### config.mk
export PLATFORM = sky130hd
export DESIGN_NAME = mrs_modbus_slave
export DESIGN_NICKNAME = d
export VERILOG_FILES = /design/src/logic/mrs_pkg.sv /design/src/logic/mrs_modbus_slave.sv /design/src/logic/mrs_id_rom.sv
export SDC_FILE = /design/constraint.sdc
export NUM_CORES = 1
export LEC_CHECK = 0
export ABC_AREA = 1
export BUFFER_PORTS_ARGS = -buffer_cell sky130_fd_sc_hd__buf_2
export CELL_PAD_IN_SITES_DETAIL_PLACEMENT = 2
export CELL_PAD_IN_SITES_GLOBAL_PLACEMENT = 2
export CORE_MARGIN = 5
export CORE_UTILIZATION = 33
export DETAILED_ROUTE_END_ITERATION = 16
export GPL_ROUTABILITY_DRIVEN = 0
export PLACE_DENSITY_LB_ADDON = 0.1
export SLEW_MARGIN = 0
export SYNTH_ARGS = -nofsm -noshare
export SYNTH_HDL_FRONTEND = slang
export SYNTH_HIERARCHICAL = 1
export SYNTH_SLANG_ARGS = --single-unit
### constraint.sdc
create_clock -name ref_clk -period 5.2 [get_ports ref_clk]
set_input_delay 1.3 -clock ref_clk [delete_from_list [all_inputs] [get_ports ref_clk]]
set_output_delay 1.3 -clock ref_clk [all_outputs]
set_load 0.01 [all_outputs]
### src/logic/mrs_pkg.sv
/*
  Constants, types and helper functions for the Modbus RTU sensor slave.
  Assumes a 100 MHz ref_clk and one RS485 half-duplex transceiver outside.
*/
// Contract
// - Baud selectable 9600 to 115200, default 9600.
// - Function 0x06 writes slave address or serial settings.
// - Slave address defaults 245, accepts 1..247.
// - Addresses 0..7 return serial number ASCII text.
// - Address 8 returns firmware major/minor bytes.
// - Sensor name text starts at address 9.
// - Identification registers readable by 0x03 or 0x04.
// - Float halves come from one coherent snapshot.
// - Floats at 0x19 and 0x1B, read by 0x03.
// - Scaled integers at 0x12C and 0x12D, times 100.
// - Temperature unit fixed, not writable over bus.
// - First float register low mantissa, second sign/exponent.
// - Request and reply byte layout per Modbus RTU.
package mrs_pkg;

  // ==========================================================================
  // Timing
  localparam int CLK_HZ   = 100_000_000;
  localparam int BAUD_DEF = 9600;
  // Frame end after 3.5 characters of 11 bits of idle line, rounded up.
  localparam logic [5:0] GAP_BITS = 6'h27;

  // ==========================================================================
  // Protocol codes and addresses
  localparam logic [7:0]  FC_READ_HOLD   = 8'h03;
  localparam logic [7:0]  FC_READ_INPUT  = 8'h04;
  localparam logic [7:0]  FC_WRITE_ONE   = 8'h06;
  localparam logic [15:0] PA_SLAVE_ADDR  = 16'h0000;
  localparam logic [15:0] PA_SERIAL_SET  = 16'h0001;
  localparam logic [15:0] PA_SERIAL_LAST = 16'h0007;
  localparam logic [15:0] PA_FIRMWARE    = 16'h0008;
  localparam logic [15:0] PA_LABEL_TEXT  = 16'h0009;
  localparam logic [15:0] PA_LABEL_LAST  = 16'h0010;
  localparam logic [15:0] PA_TEMP_FLOAT  = 16'h0019;
  localparam logic [15:0] PA_TEMP_FL_HI  = 16'h001A;
  localparam logic [15:0] PA_HUM_FLOAT   = 16'h001B;
  localparam logic [15:0] PA_HUM_FL_HI   = 16'h001C;
  localparam logic [15:0] PA_TEMP_INT    = 16'h012C;
  localparam logic [15:0] PA_HUM_INT     = 16'h012D;
  localparam logic [15:0] ROM_LABEL_BASE = 16'h0008;

  localparam logic [7:0] SLAVE_ADDR_RST = 8'hF5;
  localparam logic [7:0] SLAVE_ADDR_MIN = 8'h01;
  localparam logic [7:0] SLAVE_ADDR_MAX = 8'hF7;

  // ==========================================================================
  // Frame layout
  localparam logic [3:0] REQ_BYTES = 4'h8;
  localparam logic [5:0] HDR_BYTES = 6'h03;
  localparam logic [5:0] CRC_BYTES = 6'h02;
  localparam logic [15:0] CRC_INIT = 16'hFFFF;
  localparam logic [15:0] CRC_POLY = 16'hA001;

  // ==========================================================================
  // Serial settings word: baud select, parity, two stop bits
  localparam int SET_BAUD_LSB = 0;
  localparam int SET_PAR_LSB  = 3;
  localparam int SET_STOP_BIT = 5;
  localparam int SET_USED     = 6;
  localparam logic [2:0] BAUD_SEL_MAX = 3'h5;

  typedef enum logic [1:0] {MRS_PAR_NONE, MRS_PAR_ODD, MRS_PAR_EVEN, MRS_PAR_BAD} mrs_parity_t;

  typedef struct packed {
    logic [2:0]  baud_sel;
    mrs_parity_t parity;
    logic        two_stop;
  } mrs_serial_cfg_t;

  localparam mrs_serial_cfg_t CFG_RST = '{baud_sel: 3'h0, parity: MRS_PAR_EVEN, two_stop: 1'b0};

  typedef struct packed {
    logic [31:0] temp_float;
    logic [31:0] hum_float;
    logic [15:0] temp_int;
    logic [15:0] hum_int;
  } mrs_meas_t;

  // ==========================================================================
  // Functions
  function automatic logic [15:0] baud_div(input logic [2:0] sel, input int clk_hz);
    case (sel)
      3'h1:    return 16'(clk_hz / 19200);
      3'h2:    return 16'(clk_hz / 38400);
      3'h3:    return 16'(clk_hz / 57600);
      3'h4:    return 16'(clk_hz / 76800);
      3'h5:    return 16'(clk_hz / 115200);
      default: return 16'(clk_hz / BAUD_DEF);
    endcase
  endfunction

  function automatic logic [15:0] crc16_byte(input logic [15:0] crc, input logic [7:0] b);
    logic [15:0] c;
    c = crc ^ {8'h00, b};
    for (int i = 0; i < 8; i++)
    begin
      c = c[0] ? ((c >> 1) ^ CRC_POLY) : (c >> 1);
    end
    return c;
  endfunction

  // Register block of an address; reads must stay inside one block.
  function automatic logic [1:0] reg_block(input logic [15:0] a, input logic [7:0] fc);
    if (a <= PA_LABEL_LAST)
      return 2'h1;
    if (fc != FC_READ_HOLD)
      return 2'h0;
    if (a >= PA_TEMP_FLOAT && a <= PA_HUM_FL_HI)
      return 2'h2;
    if (a == PA_TEMP_INT || a == PA_HUM_INT)
      return 2'h3;
    return 2'h0;
  endfunction

endpackage

### src/logic/mrs_modbus_slave.sv
/*
  Modbus RTU slave for a humidity and temperature sensor: receiver, frame
  check, register map and transmitter with driver enable.
  Assumes rs485_rx comes from a transceiver pin and meas is on ref_clk.
*/
module mrs_modbus_slave #(
  parameter logic [7:0]   FIRMWARE_MAJOR = 8'h01,
  parameter logic [7:0]   FIRMWARE_MINOR = 8'h00,
  parameter logic [4:0]   MAX_READ_REGS  = 5'h10,
  parameter int           CLK_HZ         = mrs_pkg::CLK_HZ,
  parameter logic [127:0] SERIAL_TEXT    = "0000000000000000",
  parameter logic [127:0] LABEL_TEXT     = "HUMIDITY SENSOR "
) (
  input  wire logic              ref_clk,
  input  wire logic              rstn,
  input  wire logic              rs485_rx,
  input  wire mrs_pkg::mrs_meas_t meas,
  output logic                   rs485_tx,
  output logic                   rs485_de
);

  typedef enum {TX_IDLE, TX_FETCH, TX_LOAD, TX_BITS} mrs_tx_state_t;

  mrs_pkg::mrs_serial_cfg_t cfg_r;
  mrs_pkg::mrs_serial_cfg_t pend_cfg_r;
  mrs_pkg::mrs_meas_t       snap_r;
  mrs_tx_state_t            tx_state_r;
  logic [7:0]  slave_addr_r;
  logic [7:0]  pend_addr_r;
  logic        pend_valid_r;
  logic        rx_s1_r, rx_s2_r, rx_s3_r, rx_lvl_r, rx_prev_r;
  logic [15:0] cur_div;
  logic [15:0] div_cnt_r;
  logic        baud_tick_r;
  logic        rx_busy_r;
  logic [15:0] rx_cnt_r;
  logic [3:0]  rx_bit_r;
  logic [7:0]  rx_sh_r;
  logic        rx_par_r;
  logic        char_done_r;
  logic        char_err_r;
  logic [7:0]  rq_buf_r [8];
  logic [3:0]  rq_cnt_r;
  logic        rq_bad_r;
  logic [15:0] rq_crc_r;
  logic [5:0]  gap_r;
  logic        frame_end_r;
  logic [7:0]  fc;
  logic [15:0] start_addr, qty, last_addr;
  logic        frame_ok, rd_ok, wr_addr_ok, wr_set_ok, accept;
  logic [5:0]  tx_pos_r, tx_len_r;
  logic        tx_read_r;
  logic [15:0] tx_start_r, tx_crc_r;
  logic [11:0] tx_sh_r;
  logic [3:0]  tx_left_r;
  logic        tx_r, de_r;
  logic [15:0] reg_addr, reg_word, rom_q;
  logic [3:0]  rom_addr;
  logic [7:0]  tx_byte;
  logic        tx_par;
  logic        tx_last;

  assign cur_div = mrs_pkg::baud_div(cfg_r.baud_sel, CLK_HZ);

  // ==========================================================================
  // Pin synchroniser and bit-rate enable
  always_ff @(posedge ref_clk or negedge rstn)
  begin
    if (!rstn)
    begin
      rx_s1_r  <= 1'b1;
      rx_s2_r  <= 1'b1;
      rx_s3_r  <= 1'b1;
      rx_lvl_r <= 1'b1;
      rx_prev_r <= 1'b1;
    end
    else
    begin
      rx_s1_r <= rs485_rx;
      rx_s2_r <= rx_s1_r;
      rx_s3_r <= rx_s2_r;
      if (rx_s2_r == rx_s3_r)
        rx_lvl_r <= rx_s3_r;
      rx_prev_r <= rx_lvl_r;
    end
  end

  always_ff @(posedge ref_clk or negedge rstn)
  begin
    if (!rstn)
    begin
      div_cnt_r   <= 16'h0000;
      baud_tick_r <= 1'b0;
    end
    else if (div_cnt_r >= cur_div - 16'h0001)
    begin
      div_cnt_r   <= 16'h0000;
      baud_tick_r <= 1'b1;
    end
    else
    begin
      div_cnt_r   <= div_cnt_r + 16'h0001;
      baud_tick_r <= 1'b0;
    end
  end

  // ==========================================================================
  // Character receiver, sampling mid-bit
  always_ff @(posedge ref_clk or negedge rstn)
  begin
    if (!rstn)
    begin
      rx_busy_r   <= 1'b0;
      rx_cnt_r    <= 16'h0000;
      rx_bit_r    <= 4'h0;
      rx_sh_r     <= 8'h00;
      rx_par_r    <= 1'b0;
      char_done_r <= 1'b0;
      char_err_r  <= 1'b0;
    end
    else
    begin
      char_done_r <= 1'b0;
      if (!rx_busy_r)
      begin
        if (rx_prev_r && !rx_lvl_r)
        begin
          rx_busy_r <= 1'b1;
          rx_cnt_r  <= cur_div >> 1;
          rx_bit_r  <= 4'h0;
        end
      end
      else if (rx_cnt_r != 16'h0000)
        rx_cnt_r <= rx_cnt_r - 16'h0001;
      else
      begin
        rx_cnt_r <= cur_div - 16'h0001;
        rx_bit_r <= rx_bit_r + 4'h1;
        if (rx_bit_r == 4'h0)
          rx_busy_r <= !rx_lvl_r;
        else if (rx_bit_r <= 4'h8)
          rx_sh_r <= {rx_lvl_r, rx_sh_r[7:1]};
        else if (rx_bit_r == 4'h9 && cfg_r.parity != mrs_pkg::MRS_PAR_NONE)
          rx_par_r <= rx_lvl_r;
        else
        begin
          // A second stop bit, when set, simply reads as idle line.
          rx_busy_r   <= 1'b0;
          char_done_r <= 1'b1;
          char_err_r  <= !rx_lvl_r || (cfg_r.parity != mrs_pkg::MRS_PAR_NONE &&
                         ((^rx_sh_r) ^ rx_par_r) != (cfg_r.parity == mrs_pkg::MRS_PAR_ODD));
        end
      end
    end
  end

  // ==========================================================================
  // Frame collection, CRC and silent-gap detection
  always_ff @(posedge ref_clk or negedge rstn)
  begin
    if (!rstn)
    begin
      rq_cnt_r    <= 4'h0;
      rq_bad_r    <= 1'b0;
      rq_crc_r    <= mrs_pkg::CRC_INIT;
      gap_r       <= 6'h00;
      frame_end_r <= 1'b0;
      for (int i = 0; i < 8; i++)
        rq_buf_r[i] <= 8'h00;
    end
    else
    begin
      frame_end_r <= 1'b0;
      if (rx_busy_r || !rx_lvl_r)
        gap_r <= 6'h00;
      else if (baud_tick_r && gap_r != mrs_pkg::GAP_BITS)
      begin
        gap_r <= gap_r + 6'h01;
        frame_end_r <= (gap_r == mrs_pkg::GAP_BITS - 6'h01) && (rq_cnt_r != 4'h0);
      end
      // Our own echo on a half-duplex pair must not become a request.
      if (de_r || frame_end_r)
      begin
        rq_cnt_r <= 4'h0;
        rq_bad_r <= 1'b0;
        rq_crc_r <= mrs_pkg::CRC_INIT;
      end
      else if (char_done_r)
      begin
        if (rq_cnt_r < mrs_pkg::REQ_BYTES)
          rq_buf_r[rq_cnt_r[2:0]] <= rx_sh_r;
        if (rq_cnt_r <= mrs_pkg::REQ_BYTES)
          rq_cnt_r <= rq_cnt_r + 4'h1;
        rq_crc_r <= mrs_pkg::crc16_byte(rq_crc_r, rx_sh_r);
        rq_bad_r <= rq_bad_r || char_err_r;
      end
    end
  end

  // ==========================================================================
  // Request decode
  assign fc         = rq_buf_r[1];
  assign start_addr = {rq_buf_r[2], rq_buf_r[3]};
  assign qty        = {rq_buf_r[4], rq_buf_r[5]};
  assign last_addr  = start_addr + qty - 16'h0001;
  assign frame_ok   = rq_cnt_r == mrs_pkg::REQ_BYTES && !rq_bad_r &&
                      rq_crc_r == 16'h0000 && rq_buf_r[0] == slave_addr_r;
  assign rd_ok      = (fc == mrs_pkg::FC_READ_HOLD || fc == mrs_pkg::FC_READ_INPUT) &&
                      qty != 16'h0000 && qty <= {11'h000, MAX_READ_REGS} &&
                      mrs_pkg::reg_block(start_addr, fc) != 2'h0 &&
                      mrs_pkg::reg_block(start_addr, fc) == mrs_pkg::reg_block(last_addr, fc);
  assign wr_addr_ok = fc == mrs_pkg::FC_WRITE_ONE && start_addr == mrs_pkg::PA_SLAVE_ADDR &&
                      qty[15:8] == 8'h00 && qty[7:0] >= mrs_pkg::SLAVE_ADDR_MIN &&
                      qty[7:0] <= mrs_pkg::SLAVE_ADDR_MAX;
  // Only serial fields exist in the settings word; the unit cannot be reached.
  assign wr_set_ok  = fc == mrs_pkg::FC_WRITE_ONE && start_addr == mrs_pkg::PA_SERIAL_SET &&
                      qty[15:mrs_pkg::SET_USED] == '0 &&
                      qty[mrs_pkg::SET_BAUD_LSB +: 3] <= mrs_pkg::BAUD_SEL_MAX &&
                      qty[mrs_pkg::SET_PAR_LSB +: 2] != 2'(mrs_pkg::MRS_PAR_BAD);
  assign accept     = frame_end_r && frame_ok && (rd_ok || wr_addr_ok || wr_set_ok);

  // ==========================================================================
  // Settings and measurement snapshot
  always_ff @(posedge ref_clk or negedge rstn)
  begin
    if (!rstn)
    begin
      cfg_r        <= mrs_pkg::CFG_RST;
      pend_cfg_r   <= mrs_pkg::CFG_RST;
      slave_addr_r <= mrs_pkg::SLAVE_ADDR_RST;
      pend_addr_r  <= mrs_pkg::SLAVE_ADDR_RST;
      pend_valid_r <= 1'b0;
    end
    else if (accept && wr_addr_ok)
    begin
      pend_addr_r  <= qty[7:0];
      pend_cfg_r   <= cfg_r;
      pend_valid_r <= 1'b1;
    end
    else if (accept && wr_set_ok)
    begin
      pend_addr_r  <= slave_addr_r;
      pend_cfg_r   <= '{baud_sel: qty[mrs_pkg::SET_BAUD_LSB +: 3],
                        parity:   mrs_pkg::mrs_parity_t'(qty[mrs_pkg::SET_PAR_LSB +: 2]),
                        two_stop: qty[mrs_pkg::SET_STOP_BIT]};
      pend_valid_r <= 1'b1;
    end
    else if (pend_valid_r && tx_state_r == TX_IDLE)
    begin
      // The echo goes out first at the old settings, then they switch.
      cfg_r        <= pend_cfg_r;
      slave_addr_r <= pend_addr_r;
      pend_valid_r <= 1'b0;
    end
  end

  always_ff @(posedge ref_clk or negedge rstn)
  begin
    if (!rstn)
      snap_r <= '0;
    else if (accept && rd_ok)
      snap_r <= meas;
  end

  // ==========================================================================
  // Reply byte source
  assign reg_addr = tx_start_r + {11'h000, 5'((tx_pos_r - mrs_pkg::HDR_BYTES) >> 1)};
  assign rom_addr = (reg_addr <= mrs_pkg::PA_SERIAL_LAST) ? reg_addr[3:0] :
                    4'(reg_addr - mrs_pkg::PA_LABEL_TEXT + mrs_pkg::ROM_LABEL_BASE);

  mrs_id_rom #(
    .SERIAL_TEXT (SERIAL_TEXT),
    .LABEL_TEXT  (LABEL_TEXT)
  ) u_id_rom (
    .ref_clk (ref_clk),
    .rstn    (rstn),
    .addr    (rom_addr),
    .rd_data (rom_q)
  );

  always_comb
  begin
    case (reg_addr)
      mrs_pkg::PA_FIRMWARE:   reg_word = {FIRMWARE_MAJOR, FIRMWARE_MINOR};
      mrs_pkg::PA_TEMP_FLOAT: reg_word = snap_r.temp_float[15:0];
      mrs_pkg::PA_TEMP_FL_HI: reg_word = snap_r.temp_float[31:16];
      mrs_pkg::PA_HUM_FLOAT:  reg_word = snap_r.hum_float[15:0];
      mrs_pkg::PA_HUM_FL_HI:  reg_word = snap_r.hum_float[31:16];
      mrs_pkg::PA_TEMP_INT:   reg_word = snap_r.temp_int;
      mrs_pkg::PA_HUM_INT:    reg_word = snap_r.hum_int;
      default:                reg_word = rom_q;
    endcase
  end

  assign tx_last = tx_pos_r >= tx_len_r - mrs_pkg::CRC_BYTES;

  always_comb
  begin
    if (!tx_read_r)
      tx_byte = rq_buf_r[tx_pos_r[2:0]];
    else if (tx_pos_r == 6'h00)
      tx_byte = slave_addr_r;
    else if (tx_pos_r == 6'h01)
      tx_byte = rq_buf_r[1];
    else if (tx_pos_r == 6'h02)
      tx_byte = 8'(tx_len_r - mrs_pkg::HDR_BYTES - mrs_pkg::CRC_BYTES);
    else if (tx_last)
      tx_byte = (tx_pos_r == tx_len_r - mrs_pkg::CRC_BYTES) ? tx_crc_r[7:0] : tx_crc_r[15:8];
    else
      tx_byte = tx_pos_r[0] ? reg_word[15:8] : reg_word[7:0];
    tx_par = (^tx_byte) ^ (cfg_r.parity == mrs_pkg::MRS_PAR_ODD);
  end

  // ==========================================================================
  // Transmitter and driver enable
  always_ff @(posedge ref_clk or negedge rstn)
  begin
    if (!rstn)
    begin
      tx_state_r <= TX_IDLE;
      tx_pos_r   <= 6'h00;
      tx_len_r   <= 6'h00;
      tx_read_r  <= 1'b0;
      tx_start_r <= 16'h0000;
      tx_crc_r   <= mrs_pkg::CRC_INIT;
      tx_sh_r    <= 12'hFFF;
      tx_left_r  <= 4'h0;
      tx_r       <= 1'b1;
      de_r       <= 1'b0;
    end
    else
    begin
      case (tx_state_r)
        TX_IDLE:
          if (accept)
          begin
            tx_state_r <= TX_FETCH;
            de_r       <= 1'b1;
            tx_pos_r   <= 6'h00;
            tx_crc_r   <= mrs_pkg::CRC_INIT;
            tx_read_r  <= rd_ok;
            tx_start_r <= start_addr;
            tx_len_r   <= rd_ok ? 6'(mrs_pkg::HDR_BYTES + mrs_pkg::CRC_BYTES + 2 * qty[4:0]) :
                          6'(mrs_pkg::REQ_BYTES);
          end
        TX_FETCH:
          tx_state_r <= TX_LOAD;
        TX_LOAD:
          if (baud_tick_r)
          begin
            tx_r       <= 1'b0;
            tx_sh_r    <= {2'b11, (cfg_r.parity == mrs_pkg::MRS_PAR_NONE) ? 1'b1 : tx_par,
                           tx_byte, 1'b0} >> 1;
            tx_left_r  <= 4'(9 + (cfg_r.parity != mrs_pkg::MRS_PAR_NONE) + cfg_r.two_stop);
            if (!tx_last)
              tx_crc_r <= mrs_pkg::crc16_byte(tx_crc_r, tx_byte);
            tx_state_r <= TX_BITS;
          end
        TX_BITS:
          if (baud_tick_r)
          begin
            if (tx_left_r != 4'h0)
            begin
              tx_r      <= tx_sh_r[0];
              tx_sh_r   <= {1'b1, tx_sh_r[11:1]};
              tx_left_r <= tx_left_r - 4'h1;
            end
            else if (tx_pos_r + 6'h01 == tx_len_r)
            begin
              tx_state_r <= TX_IDLE;
              de_r       <= 1'b0;
            end
            else
            begin
              tx_pos_r   <= tx_pos_r + 6'h01;
              tx_state_r <= TX_FETCH;
            end
          end
        default:
          tx_state_r <= TX_IDLE;
      endcase
    end
  end

  assign rs485_tx = tx_r;
  assign rs485_de = de_r;

endmodule

### src/logic/mrs_id_rom.sv
/*
  Identification text memory: serial number words then sensor name words.
  Assumes the reader presents the address one cycle before it uses the data.
*/
module mrs_id_rom #(
  parameter logic [127:0] SERIAL_TEXT = "0000000000000000",
  parameter logic [127:0] LABEL_TEXT  = "HUMIDITY SENSOR "
) (
  input  wire logic        ref_clk,
  input  wire logic        rstn,
  input  wire logic [3:0]  addr,
  output logic      [15:0] rd_data
);

  logic [15:0] rd_data_r;

  // ==========================================================================
  // Registered read, first character in the high byte
  always_ff @(posedge ref_clk or negedge rstn)
  begin
    if (!rstn)
      rd_data_r <= 16'h0000;
    else if (addr[3])
      rd_data_r <= LABEL_TEXT[127 - 16 * addr[2:0] -: 16];
    else
      rd_data_r <= SERIAL_TEXT[127 - 16 * addr[2:0] -: 16];
  end

  assign rd_data = rd_data_r;

endmodule

# Word-level counts from Yosys, hierarchy flattened
# Cells that the tools add are included.
# Widths: inputs -> output; s select.
dict set report totals {
  elab_cells 387
  out_inout_bits 2
  ff_bits 382
  in_bits 99
}
dict set report op_classes {
  add_sub_neg 21
  n_mux 139
  n_eq_ne 47
  magnitude_cmp 19
  n_shift 2
  reduce_logical 79
  bitwise 29
}
# op n
set ops {}
lappend ops {{$mux 16} 26}
lappend ops {{$shiftx 143x33->16 const A} 2}
lappend ops {{$mux 32} 4}
lappend ops {{$pmux 32 s4} 1}
lappend ops {{$pmux 16 s7} 1}
lappend ops {{$eq 16x9->1 const B} 6}
lappend ops {{$mux 8} 12}
lappend ops {{$le 16x5->1 const B} 5}
lappend ops {{$pmux 14 s5} 1}
lappend ops {{$bwmux 64} 1}
lappend ops {{$eq 16x5->1 const B} 4}
lappend ops {{$eq 32x2->1 const B} 2}
lappend ops {{$logic_not 32->1} 2}
lappend ops {{$mux 6} 9}
lappend ops {{$not 2->3} 16}
lappend ops {{$sub 16x1->16 const B} 3}
lappend ops {{$mux 1} 47}
lappend ops {{$mux 4} 10}
lappend ops {{$mux 12} 3}
lappend ops {{$eq 32x1->1 const B} 1}
lappend ops {{$ge 16x5->1 const B} 2}
lappend ops {{$logic_not 16->1} 2}
lappend ops {{$mux 2} 16}
lappend ops {{$pmux 16 s2} 1}
lappend ops {{72 further kinds} 159}

# Longest topological paths before layout
# Gate-level depths: netlist of run 1.
dict set report depth {
  word_depth 30
  mapped_depth 44
  ltp_nobuf 41
}

# Cells and area by module
# The synthesis of run 1 kept the hierarchy.
# mod seq_area_each_um2 cells_each area_each_um2 n_inst
set modules_own_cells {}
lappend modules_own_cells {mrs_modbus_slave 8463.1 2680 20230.7 1}
lappend modules_own_cells {mrs_id_rom 350.3 50 530.5 1}

# Worst setup path before layout of run 1
# No wires, ideal clock.
dict set report synth_path {
  path_kind {reg-to-reg}
  start {register tx_pos_r[0]}
  end {register tx_crc_r[0]}
  period_less_slack_ns 4.977
  t_required_ns 5.128
  arrival_time_ns 4.905
  stages_incl_launch_ff 40
  setup_ns 0.072
  slack_ns 0.223
  path_buffers 3
  path_cell_list {dfrtp_1 > clkbuf_1 > clkinv_1 > buf_2 > buf_1 > ha_1 > ha_1 > fa_1 > nand2_1 > inv_1 > nor2_1 > inv_1 > nor2_1 > nand2_1 > nor3_4 > inv_2 > nor2_4 > nor2_4 > [4 not listed] > nand2_1 > nand2_1 > nand2_1 > nand2_1 > nand2_2 > nand2_1 > nand2_1 > nand3_1 > nand3_1 > nand2_2 > inv_2 > nand2_2 > nand2_2 > nand2_2 > nand3_1 > nand3_1 > nand2_1 > inv_1}
}
dict set report synth_via {
  elab_chain_cells 23
  word_cells_on_any_way 47
  cone_classes {add/sub: 2; order compare: 1; eq/ne: 11; mux: 22; bitwise: 9; reduce/logical: 2}
}
# item line
set synth_rtl {}
lappend synth_rtl {{start, declared} mrs_modbus_slave.sv:51} ;# logic [5:0] tx_pos_r, tx_len_r;
lappend synth_rtl {{start signal, assigned} mrs_modbus_slave.sv:375} ;# tx_pos_r <= tx_pos_r + 6'h01;
lappend synth_rtl {{$sub 6x2->6} mrs_modbus_slave.sv:267} ;# assign reg_addr = tx_start_r + {11'h000, 5'((tx_pos_r - mrs_pkg::HDR_BYTES) >> 1)};
lappend synth_rtl {{$add 16x5->16} mrs_modbus_slave.sv:267}
lappend synth_rtl {{$eq 16x9->1 (tied with other cells)} mrs_modbus_slave.sv:283} ;# case (reg_addr)
lappend synth_rtl {{$pmux 16 s7} mrs_modbus_slave.sv:283}
lappend synth_rtl {{$mux 8} mrs_modbus_slave.sv:310} ;# tx_byte = tx_pos_r[0] ? reg_word[15:8] : reg_word[7:0];
lappend synth_rtl {{$mux 8} mrs_modbus_slave.sv:307} ;# else if (tx_last)
lappend synth_rtl {{$mux 8} mrs_modbus_slave.sv:305} ;# else if (tx_pos_r == 6'h02)
lappend synth_rtl {{$mux 8} mrs_modbus_slave.sv:303} ;# else if (tx_pos_r == 6'h01)
lappend synth_rtl {{$mux 8} mrs_modbus_slave.sv:301} ;# else if (tx_pos_r == 6'h00)
lappend synth_rtl {{$mux 8} mrs_modbus_slave.sv:299} ;# if (!tx_read_r)
lappend synth_rtl {{$xor 16x8->16} mrs_pkg.sv:99} ;# c = crc ^ {8'h00, b};
lappend synth_rtl {{$mux 16 / $not 2->3 (equally long branches) (6 in a row)} n/a}
lappend synth_rtl {{$not 2->3 (no line) / $mux 16 (equally long branches)} n/a}
lappend synth_rtl {{$mux 16 (2 in a row)} mrs_pkg.sv:102} ;# c = c[0] ? ((c >> 1) ^ CRC_POLY) : (c >> 1);
lappend synth_rtl {{$mux 16} mrs_modbus_slave.sv:355} ;# if (!tx_last)
lappend synth_rtl {{$mux 16} mrs_modbus_slave.sv:349} ;# if (baud_tick_r)
lappend synth_rtl {{$pmux 16 s2} mrs_modbus_slave.sv:333} ;# case (tx_state_r)
lappend synth_rtl {{end signal, assigned} mrs_modbus_slave.sv:325} ;# tx_crc_r <= mrs_pkg::CRC_INIT;
lappend synth_rtl {{end signal, assigned} mrs_modbus_slave.sv:340} ;# tx_crc_r <= mrs_pkg::CRC_INIT;
lappend synth_rtl {{end signal, assigned} mrs_modbus_slave.sv:356} ;# tx_crc_r <= mrs_pkg::crc16_byte(tx_crc_r, tx_byte);
lappend synth_rtl {{end, declared} mrs_modbus_slave.sv:53} ;# logic [15:0] tx_start_r, tx_crc_r;
# Parallel ways exist; a longest one is shown, timed or not. The select of a mux whose other input is x is not followed.
# A chain may end at the register's enable or synchronous reset.

# Worst setup path in the final report of run 1
dict set report layout_path {
  start {register tx_pos_r[1]}
  end {register tx_crc_r[0]}
}
# Same word-level chain as after synthesis.

==> flow_metrics.env, run 1 <==
export IMPL_status="complete, no violations"
export IMPL_hold_class="reg2reg"
export IMPL_finalHoldViolations=0
export IMPL_dieHeight_um=261
export IMPL_wl_um=81000
export IMPL_finalPower_uw=6550
export IMPL_tns_ns=0
export IMPL_clk_pin_slew_ns=0.06
export IMPL_drt_initial_drc_count=987
export IMPL_synthSimpleGateAreaFrac_pct=26.9
export IMPL_max_freq_ghz=0.203
export IMPL_hold_depth=0
export IMPL_vias_per_cell=5.22
export IMPL_relSlewSlack_pct=33.0
export IMPL_drv_cap=0
export IMPL_skew_ns=0.0271
export IMPL_die_area_sq_mm=0.0680
export IMPL_area_delta_synth_final_pct=17.8
export IMPL_reg2reg_slack_ns=0.28
export IMPL_mappedNetlistArea_sq_mm=0.0208
export IMPL_cts_sinks=349
export IMPL_antenna_left=0
export IMPL_min_period_over_period_pct=94.6
export IMPL_synth_mux_area_share_pct=0.271
export IMPL_core_sq_mm=0.0627
export IMPL_grt_pass1_wl_um=126000
export IMPL_initial_utilization_pct=33.1
export IMPL_finalMaxSlewViolations=0
export IMPL_grt_max_degree=103
export IMPL_cts_max_path_buffers=3
export IMPL_arrival_ns=5.45
export IMPL_cp_endpoint="tx_crc_r[0]"
export IMPL_synth_edf_count=0
export IMPL_htree_levels=2
export IMPL_grt_pass1_vias=21500
export IMPL_crit_reg2reg_launch="tx_pos_r[1]"
export IMPL_portBuffers=100
export IMPL_synth_top_family_by_area="simple AND/OR/NAND/NOR gates"
export IMPL_num_vias=19600
export IMPL_worst_r2r_path_depth=39
export IMPL_grtUsageTotal_pct=23.5
export IMPL_syn_avg_cell_area_sq_um=7.60
export IMPL_synth_fa_ha_area_share_pct=5.30
export IMPL_synth_compound_area_share_pct=12.8
export IMPL_overflow=0
export IMPL_dp_cells=3660
export IMPL_r2r_end="tx_crc_r[0]"
export IMPL_cts_buffers=44
export IMPL_layout_commonest_cell="nand2_1"
export IMPL_min_from="rx_s1_r"
export IMPL_path_buf_inv=3
export IMPL_setup_viol=0
export IMPL_drive_gt1_share_pct=15.3
export IMPL_slowest_delay_ns=0.45
export IMPL_syn_inst=2730
export IMPL_crit_path_end_kind="register"
export IMPL_path_depth=39
export IMPL_dp_hpwl_um=61400
export IMPL_num_rows=92
export IMPL_crit_path_start="tx_pos_r[1]"
export IMPL_die_w_um=261
export IMPL_final_cell_mix="690 x nand2_1, 346 x inv_1, 282 x dfrtp_1"
export IMPL_critPathTopFamily="simple AND/OR/NAND/NOR gates"
export IMPL_synth_top_flop_cell="dfrtp_1"
export IMPL_p_per_area_mw_per_mm2=268
export IMPL_io_pins=101
export IMPL_yosysWarningCount=6
export IMPL_drt_pass1_iterations=5
export IMPL_dpl_cell_area_sq_mm=0.0226
export IMPL_diodes=0
export IMPL_stdcell_count=3753
export IMPL_tightestPinTransition_ns=1.01
export IMPL_async_flop_share_pct=100
export IMPL_crit_slowest_cell="dfrtp_2"
export IMPL_cts_tree="built"
export IMPL_layout_nets=3057
export IMPL_required_ns=5.73
export IMPL_crit_type="reg2reg"
export IMPL_antenna_found_initial=0
export IMPL_design_area_sq_mm=0.0244
export IMPL_critPathLaunchType="register"
export IMPL_clockRootBuffer="clkbuf_16"
export IMPL_cellLeakagePower_uw=0.0117
export IMPL_path_common_cell="nand2_1"
export IMPL_yosysSeqAreaShare_pct=42.5
export IMPL_wl_per_cell_um=21.6
export IMPL_drc=0
export IMPL_synth_distinct_cells=66
export IMPL_cp_max_fo=6
export IMPL_fin_crit_ns=4.92
export IMPL_synth_xor_area_share_pct=3.58
export IMPL_clock_latency_ns=0.60
export IMPL_ir_worst_vdd_mv=0.223
export IMPL_synth_seq_cells=349
layout make-up:
class	instances	area, sq um
fill	7346	38300
sequential	349	8820
multi-input combinational	1923	10400
inverter	369	1390
tap	846	1060
clock buffer	62	1240
clock inverter	19	267
timing repair buffer	185	1260
power by group:
group / total, uW / switching (uW) / internal [uW]
clock network: 3250 / 1330 / 1930
logic: 426 / 267 / 159
registers: 2870 / 82.4 / 2790
total: 6550 / 1680 / 4870
sequential cells by signal, indices dropped and copies added, names as in the netlist, 12 cells and up:
| name | count |
|---|---|
| snap_r | 96 |
| rq_buf_r | 40 |
| div_cnt_r | 16 |
| qty | 16 |
| rq_crc_r | 16 |
| rx_cnt_r | 16 |
| tx_crc_r | 16 |
| tx_start_r | 16 |
| u_id_rom/rd_data | 14 |
| tx_sh_r | 12 |
cells in the mapped netlist (5+ instances only):
master,n,share of area (%)
nand3_2,8,0.39
o221ai_1,10,0.42
nand2_1,705,13
nor4_1,22,0.66
inv_2,12,0.22
inv_1,348,6.3
nand2_2,24,0.72
or2_2,6,0.18
o22a_1,5,0.21
nand4_1,56,1.7
clkinv_1,9,0.16
buf_2,14,0.34
buf_1,7,0.13
nor2_2,5,0.15
o22ai_1,25,0.75
a22oi_1,10,0.36
o21ai_0,213,5.1
dfrtp_1,285,34
o21ai_1,17,0.41
clkbuf_1,61,1.1
nor2_4,6,0.33
nor3b_1,10,0.36
xor2_1,61,2.6
a21oi_1,131,3.2
ha_1,84,5.1
o2111ai_1,9,0.38
dfstp_2,64,8.1
nand3_1,207,5.0
buf_4,8,0.29
o211ai_1,20,0.72
xnor2_1,22,0.93
nor2_1,177,3.2
mux2_2,5,0.27
o31ai_1,5,0.18
nor3_1,28,0.67
logic make-up (layout without fill, tap and decap cells):
family / after synthesis / count (layout)
AND/OR/NAND/NOR: 1270 / 1272
AO/OA/AOI/OAI: 472 / 472
buffers and inverters: 461 / 635
flip-flops: 349 / 349
adder cells (fa/ha/maj): 87 / 87
XOR/XNOR: 84 / 84
multiplexers: 5 / 5
other: 2 / 3
routing by layer:
metal	track usage (%)	part of all wire (%)	vias to the layer above
li1	-	-	9218
met1	32.0	47	10100
met2	40.6	49	233
met3	2.45	2.6	83
met4	5.05	2.1	0
met5	0	0	-
worst min-delay path by stage:
| stage | endpoint | slack, ns |
|---|---|---|
| after detailed placement | rx_s2_r | 0.35 |
| after global routing | rx_s2_r | 0.37 |
| after global placement | rx_s2_r | 0.35 |
| after CTS | rx_s2_r | 0.36 |
| final | rx_s2_r | 0.36 |
| after floorplan | rx_s2_r | 0.35 |
through the flow:
step	hold slack, ns	utilization [%]	setup slack [ns]
2_1_floorplan	0.345	-	0.223
3_3_place_gp	0.350	36.0	0.170
3_5_place_dp	0.353	36.0	-0.0698
4_1_cts	0.362	38.5	0.00290
5_1_grt	0.370	39.0	-0.0393
6_report	0.360	39.0	0.280
timing repair:
item	4_1_cts	5_1_grt
setup endpoints to repair	3	7
pin swaps	2	9
cloned	0	2
setup buffers	3	6
gates resized for setup	3	50
hold buffers	0	0
Power figures use the tool's default switching activity.
==> inputs of run 2 (changes only) <==
--- a/config.mk
+++ b/config.mk
@@ -14,6 +14,7 @@
 export DETAILED_ROUTE_END_ITERATION = 16
 export GPL_ROUTABILITY_DRIVEN = 0
 export PLACE_DENSITY_LB_ADDON = 0.1
+export RECOVER_POWER = 25
 export SLEW_MARGIN = 0
 export SYNTH_ARGS = -nofsm -noshare
 export SYNTH_HDL_FRONTEND = slang
==> flow_metrics.env, run 2 (synthesis gave the netlist of run 1 again) <==
export IMPL_status="finished, violations left"
export IMPL_violations="capacitance limit, slew limit"
export IMPL_finalHoldViolations=0
export IMPL_hold_end="rx_s2_r"
export IMPL_skew_ns=0.0294
export IMPL_hold_class="reg2reg"
export IMPL_p_seq_share_pct=43.8
export IMPL_diodes=0
export IMPL_ir_worst_vdd_mv=0.223
export IMPL_p_int_uw=4870
export IMPL_path_common_cell="nand2_1"
export IMPL_setup_viol=0
export IMPL_multi_input_area_sq_mm=0.0104
export IMPL_grt_pass1_vias=21500
export IMPL_p_per_area_mw_per_mm2=268
export IMPL_core_sq_mm=0.0627
export IMPL_cts_max_path_buffers=3
export IMPL_grtUsageTotal_pct=23.5
export IMPL_cts_tree="built"
export IMPL_reg2reg_slack_ns=0.30
export IMPL_clockRootBuffer="clkbuf_16"
export IMPL_slowest_delay_ns=0.44
export IMPL_largest_register="snap_r"
export IMPL_worst_r2r_path_depth=39
export IMPL_drt_initial_drc_count=973
export IMPL_grt_pass1_wl_um=126000
export IMPL_clock_latency_ns=0.60
export IMPL_wl_um=81000
export IMPL_grt_max_degree=103
export IMPL_fin_crit_ns=4.90
export IMPL_pre_cts_slack_ns=-0.0698
export IMPL_required_ns=5.73
export IMPL_portBuffers=100
export IMPL_critPathLaunchType="register"
export IMPL_htree_levels=2
export IMPL_num_rows=92
export IMPL_wl_per_cell_um=21.6
export IMPL_ff_latch_area_sq_mm=0.00882
export IMPL_crit_reg2reg_launch="tx_pos_r[0]"
export IMPL_area_delta_synth_final_pct=17.6
export IMPL_largest_reg_flops=96
export IMPL_die_area_sq_mm=0.0680
export IMPL_share_comb_of_total_power_pct=6.4
export IMPL_final_cell_mix="690 x nand2_1, 346 x inv_1, 282 x dfrtp_1"
export IMPL_min_from="rx_s1_r"
export IMPL_overflow=0
export IMPL_cts_buffers=44
export IMPL_drv_cap=1
export IMPL_hold_buffers=0
export IMPL_initial_utilization_pct=33.1
export IMPL_drt_pass1_iterations=4
export IMPL_cts_sinks=349
export IMPL_antenna_found_initial=0
export IMPL_clockPowerShare_pct=49.7
export IMPL_arrival_ns=5.43
export IMPL_hold_depth=0
export IMPL_tightestPinTransition_ns=2.96
export IMPL_finalMaxSlewViolations=102
export IMPL_r2r_end="tx_crc_r[0]"
export IMPL_reg_top3="snap_r x96, rq_buf_r x40"
export IMPL_drive_gt1_share_pct=15.2
export IMPL_layout_commonest_cell="nand2_1"
export IMPL_clk_pin_slew_ns=0.06
export IMPL_fill_cells=7352
export IMPL_dieHeight_um=261
export IMPL_drc=0
export IMPL_cellLeakagePower_uw=0.0117
export IMPL_p_sw_share_pct=25.6
export IMPL_max_freq_ghz=0.204
export IMPL_stdcell_count=3753
export IMPL_finalPower_uw=6550
export IMPL_min_period_over_period_pct=94.3
export IMPL_die_w_um=261
export IMPL_dp_cells=3660
export IMPL_antenna_left=0
export IMPL_power_switching_uw=1680
export IMPL_cp_max_fo=5
export IMPL_layout_nets=3057
export IMPL_num_vias=19600
export IMPL_vias_per_cell=5.22
export IMPL_crit_slowest_cell="dfrtp_2"
export IMPL_relSlewSlack_pct=-97.5
export IMPL_crit_type="reg2reg"
export IMPL_dp_hpwl_um=61400
export IMPL_fin_ws_ns=0.297
export IMPL_crit_path_end_kind="register"
export IMPL_io_pins=101
-- run 2: cell types whose count changed in the layout (fill, tap and decap cells not counted) --
cell	previous run	this run
buf_12	8	6
clkbuf_4	0	2
dfstp_1	0	2
dfstp_2	64	62
buf_2	99	98
buf_8	1	0
clkbuf_1	11	12
clkbuf_2	0	1
-- run 2: power groups by stage --
stage	Sequential (uW)	Combinational, uW	Clock (uW)
CTS	2870	432	3340
detailed placement	2920	427	0
finish	2870	421	3260
floorplan	2890	244	0
global route	2880	475	3450
global placement	2910	406	0
-- run 2: worst max-delay path, delay by kind of cell, from the launching register on --
kind / cells / cell delay (ns)
AND/OR/NAND/NOR: 33 / 3.42
flip-flops: 1 / 0.44
adder cells (fa/ha/maj): 2 / 0.59
XOR/XNOR: 1 / 0.16
buffers and inverters: 3 / 0.25
-- run 2: cell type report --
class / instances / share of cell area, %
Multi-Input combinational cell: 1923 / 42.7
Sequential cell: 349 / 36.1
Inverter: 369 / 5.70
Clock buffer: 62 / 5.07
Timing Repair Buffer: 185 / 5.00
Tap cell: 846 / 4.34
Clock inverter: 19 / 1.09
-- run 2: worst max-delay path by stage --
stage               depth (start not counted)   startpoint  slack (ns)          end
floorplan                                  39  tx_pos_r[0]        0.22  tx_crc_r[0]
global placement                           34  tx_pos_r[1]        0.17   tx_sh_r[8]
detailed placement                         37  tx_pos_r[1]       -0.07  tx_crc_r[0]
CTS                                        38  tx_pos_r[1]       0.003  tx_crc_r[0]
global route                               39  tx_pos_r[1]       -0.04  tx_crc_r[0]
finish                                     39  tx_pos_r[0]        0.30  tx_crc_r[0]
-- run 2: metal layers --
| metal | wire (um) | global-route usage, % | up-vias |
|---|---|---|---|
| met5 | 0 | 0 | - |
| met4 | 1690 | 5.05 | 0 |
| met3 | 2150 | 2.45 | 84 |
| met2 | 39500 | 40.6 | 241 |
| met1 | 37600 | 32.0 | 10000 |
| li1 | - | - | 9226 |
-- run 2: stage by stage --
stage	util, %	hold slack, ns	area (sq um)	setup TNS (ns)
2_1_floorplan	-	0.345	20800	0
3_3_place_gp	36.0	0.350	22600	0
3_5_place_dp	36.0	0.353	22600	-0.0868
4_1_cts	38.5	0.362	24200	0
5_1_grt	38.9	0.376	24400	-0.0678
6_report	38.9	0.366	24400	0
-- run 2: repair_timing --
action                                  CTS  global route
endpoints found under the setup margin    3             7
setup buffers                             3             6
resized for setup                         3            50
pin swaps                                 2             9
cloned                                    0             2
==> inputs of run 3 (changes only) <==
--- a/config.mk
+++ b/config.mk
@@ -10,7 +10,7 @@
 export CELL_PAD_IN_SITES_DETAIL_PLACEMENT = 2
 export CELL_PAD_IN_SITES_GLOBAL_PLACEMENT = 2
 export CORE_MARGIN = 5
-export CORE_UTILIZATION = 33
+export CORE_UTILIZATION = 30
 export DETAILED_ROUTE_END_ITERATION = 16
 export GPL_ROUTABILITY_DRIVEN = 0
 export PLACE_DENSITY_LB_ADDON = 0.1
==> flow_metrics.env, run 3 (synthesis gave the netlist of run 1 again) <==
export IMPL_status="finished, violations left"
export IMPL_violations="capacitance limit, slew limit"
export IMPL_crit_path_end_kind="register"
export IMPL_setup_viol=0
export IMPL_reg_top3="snap_r x96, rq_buf_r x40"
export IMPL_wl_met1_um=36700
export IMPL_clockRootBuffer="clkbuf_16"
export IMPL_tightestPinTransition_ns=2.18
export IMPL_overflow=0
export IMPL_rsz0062_at_grt="true"
export IMPL_antenna_left=0
export IMPL_finalMaxSlewViolations=359
export IMPL_wl_per_cell_um=20.7
export IMPL_drt_initial_drc_count=848
export IMPL_fill_cells=7956
export IMPL_dieHeight_um=273
export IMPL_antenna_found_initial=1
export IMPL_vias_per_cell=5.01
export IMPL_fin_crit_ns=4.83
export IMPL_required_ns=5.72
export IMPL_cts_buffers=44
export IMPL_portBuffers=100
export IMPL_grt_pass1_vias=21200
export IMPL_slowest_delay_ns=0.44
export IMPL_critPathTopFamily="simple AND/OR/NAND/NOR gates"
export IMPL_min_period_over_period_pct=92.9
export IMPL_initial_utilization_pct=30.3
export IMPL_clock_latency_ns=0.59
export IMPL_tns_ns=0
export IMPL_cts_sinks=349
export IMPL_largest_reg_flops=96
export IMPL_layout_nets=3059
export IMPL_drt_pass1_iterations=5
export IMPL_area_delta_synth_final_pct=18.8
export IMPL_path_common_cell="nand2_1"
export IMPL_core_sq_mm=0.0686
export IMPL_largest_register="snap_r"
export IMPL_htree_levels=2
export IMPL_num_vias=19300
export IMPL_met2WireLength_um=38800
export IMPL_wl_met3_um=2210
export IMPL_clk_pin_slew_ns=0.06
export IMPL_num_rows=96
export IMPL_die_area_sq_mm=0.0746
export IMPL_p_per_area_mw_per_mm2=273
export IMPL_finalHoldViolations=0
export IMPL_cellLeakagePower_uw=0.0118
export IMPL_cts_tree="built"
export IMPL_drv_cap=5
export IMPL_crit_slowest_cell="dfrtp_2"
export IMPL_hold_class="reg2reg"
export IMPL_cts_max_path_buffers=3
export IMPL_top_layer_used="met4"
export IMPL_dp_hpwl_um=60800
export IMPL_grt_pass1_wl_um=124000
export IMPL_critPathLaunchType="register"
export IMPL_drive_gt1_share_pct=15.1
export IMPL_crit_type="reg2reg"
export IMPL_max_freq_ghz=0.207
export IMPL_timing_hold_ws_ns=0.368
export IMPL_hold_buffers=0
export IMPL_drc=0
export IMPL_cp_max_fo=22
export IMPL_wl_um=79600
export IMPL_path_buf_inv=5
export IMPL_relSlewSlack_pct=-45.1
export IMPL_layout_commonest_cell="nand2_1"
export IMPL_io_pins=101
export IMPL_die_w_um=273
export IMPL_grtUsageTotal_pct=21.0
export IMPL_grt_max_degree=89
export IMPL_skew_ns=0.0186
export IMPL_final_cell_mix="692 x nand2_1, 347 x inv_1, 282 x dfrtp_1"
export IMPL_ir_worst_vdd_mv=0.211
export IMPL_arrival_ns=5.35
[run 3: cell count changes in the layout (fill, tap and decap cells not counted), moves of 3 or more]
cell / previous run / this run
buf_4: 75 / 71
clkbuf_8: 7 / 11
buf_2: 98 / 101
nor2_1: 171 / 174
clkbuf_1: 12 / 9
nor2_4: 10 / 7
buf_12: 6 / 9
bufinv_16: 5 / 8
[run 3: layer usage]
layer,global-route usage (%),vias up
met1,27.7,9739
met5,0,-
met3,2.46,95
met2,36.8,202
li1,-,9228
met4,5.20,0
[run 3: path summary, 6_finish.rpt]
check | cells after the start | from | end | slack (ns)
max in group asynchronous | 2 | rstn | div_cnt_r[15] | 0.80
max | 40 | tx_pos_r[0] | tx_crc_r[0] | 0.37
min reg2reg | 0 | rx_s1_r | rx_s2_r | 0.37
min | 0 | rx_s1_r | rx_s2_r | 0.37
max reg2reg | 40 | tx_pos_r[0] | tx_crc_r[0] | 0.37
min in group asynchronous | 1 | rstn | snap_r[92] | 1.35
[run 3: timing repair]
action                                  4_1_cts  5_1_grt
buffers inserted                              1       14
resized for setup                             1       43
endpoints found under the setup margin        2       21
pin swaps                                     1       10
gates cloned                                  0        1
[run 3: power by group]
part / internal (uW) / total (uW) / switching [uW]
registers: 2790 / 2870 / 84.0
clock network: 2120 / 3450 / 1320
logic: 155 / 411 / 256
[run 3: worst register-to-register path, delay by kind of cell (launching register included)]
| family | cells | cell delay, ns |
|---|---|---|
| AND/OR/NAND/NOR | 31 | 3.00 |
| buffers and inverters | 5 | 0.45 |
| adder cells (fa/ha/maj) | 2 | 0.61 |
| XOR/XNOR | 1 | 0.16 |
| flip-flops | 1 | 0.44 |
| AO/OA/AOI/OAI | 1 | 0.13 |
[run 3: area by class of cell]
cell class | count | area, sq um | area share, %
multi-input cells | 1921 | 10400 | 42.0
inverters | 369 | 1390 | 5.65
clock buffers | 63 | 1280 | 5.20
diodes | 1 | 2.50 | 0.0101
flip-flops and latches | 349 | 8820 | 35.8
repair buffers | 189 | 1300 | 5.28
well taps | 931 | 1160 | 4.72
clock inverters | 19 | 335 | 1.36
[run 3: stage by stage]
step                      setup slack (ns)  cell area [sq um]  power (uW)  cells  util [%]
final                                0.367              24700        6730   3842      36.0
after floorplan                      0.223              20800        3130   2731         -
after global placement               0.131              22700        3320   3743      33.2
after CTS                          0.00832              24400        6850   3826      35.6
after detailed placement           0.00906              22700        3340   3743      33.2
after global routing               -0.0928              24700        7020   3842      36.0
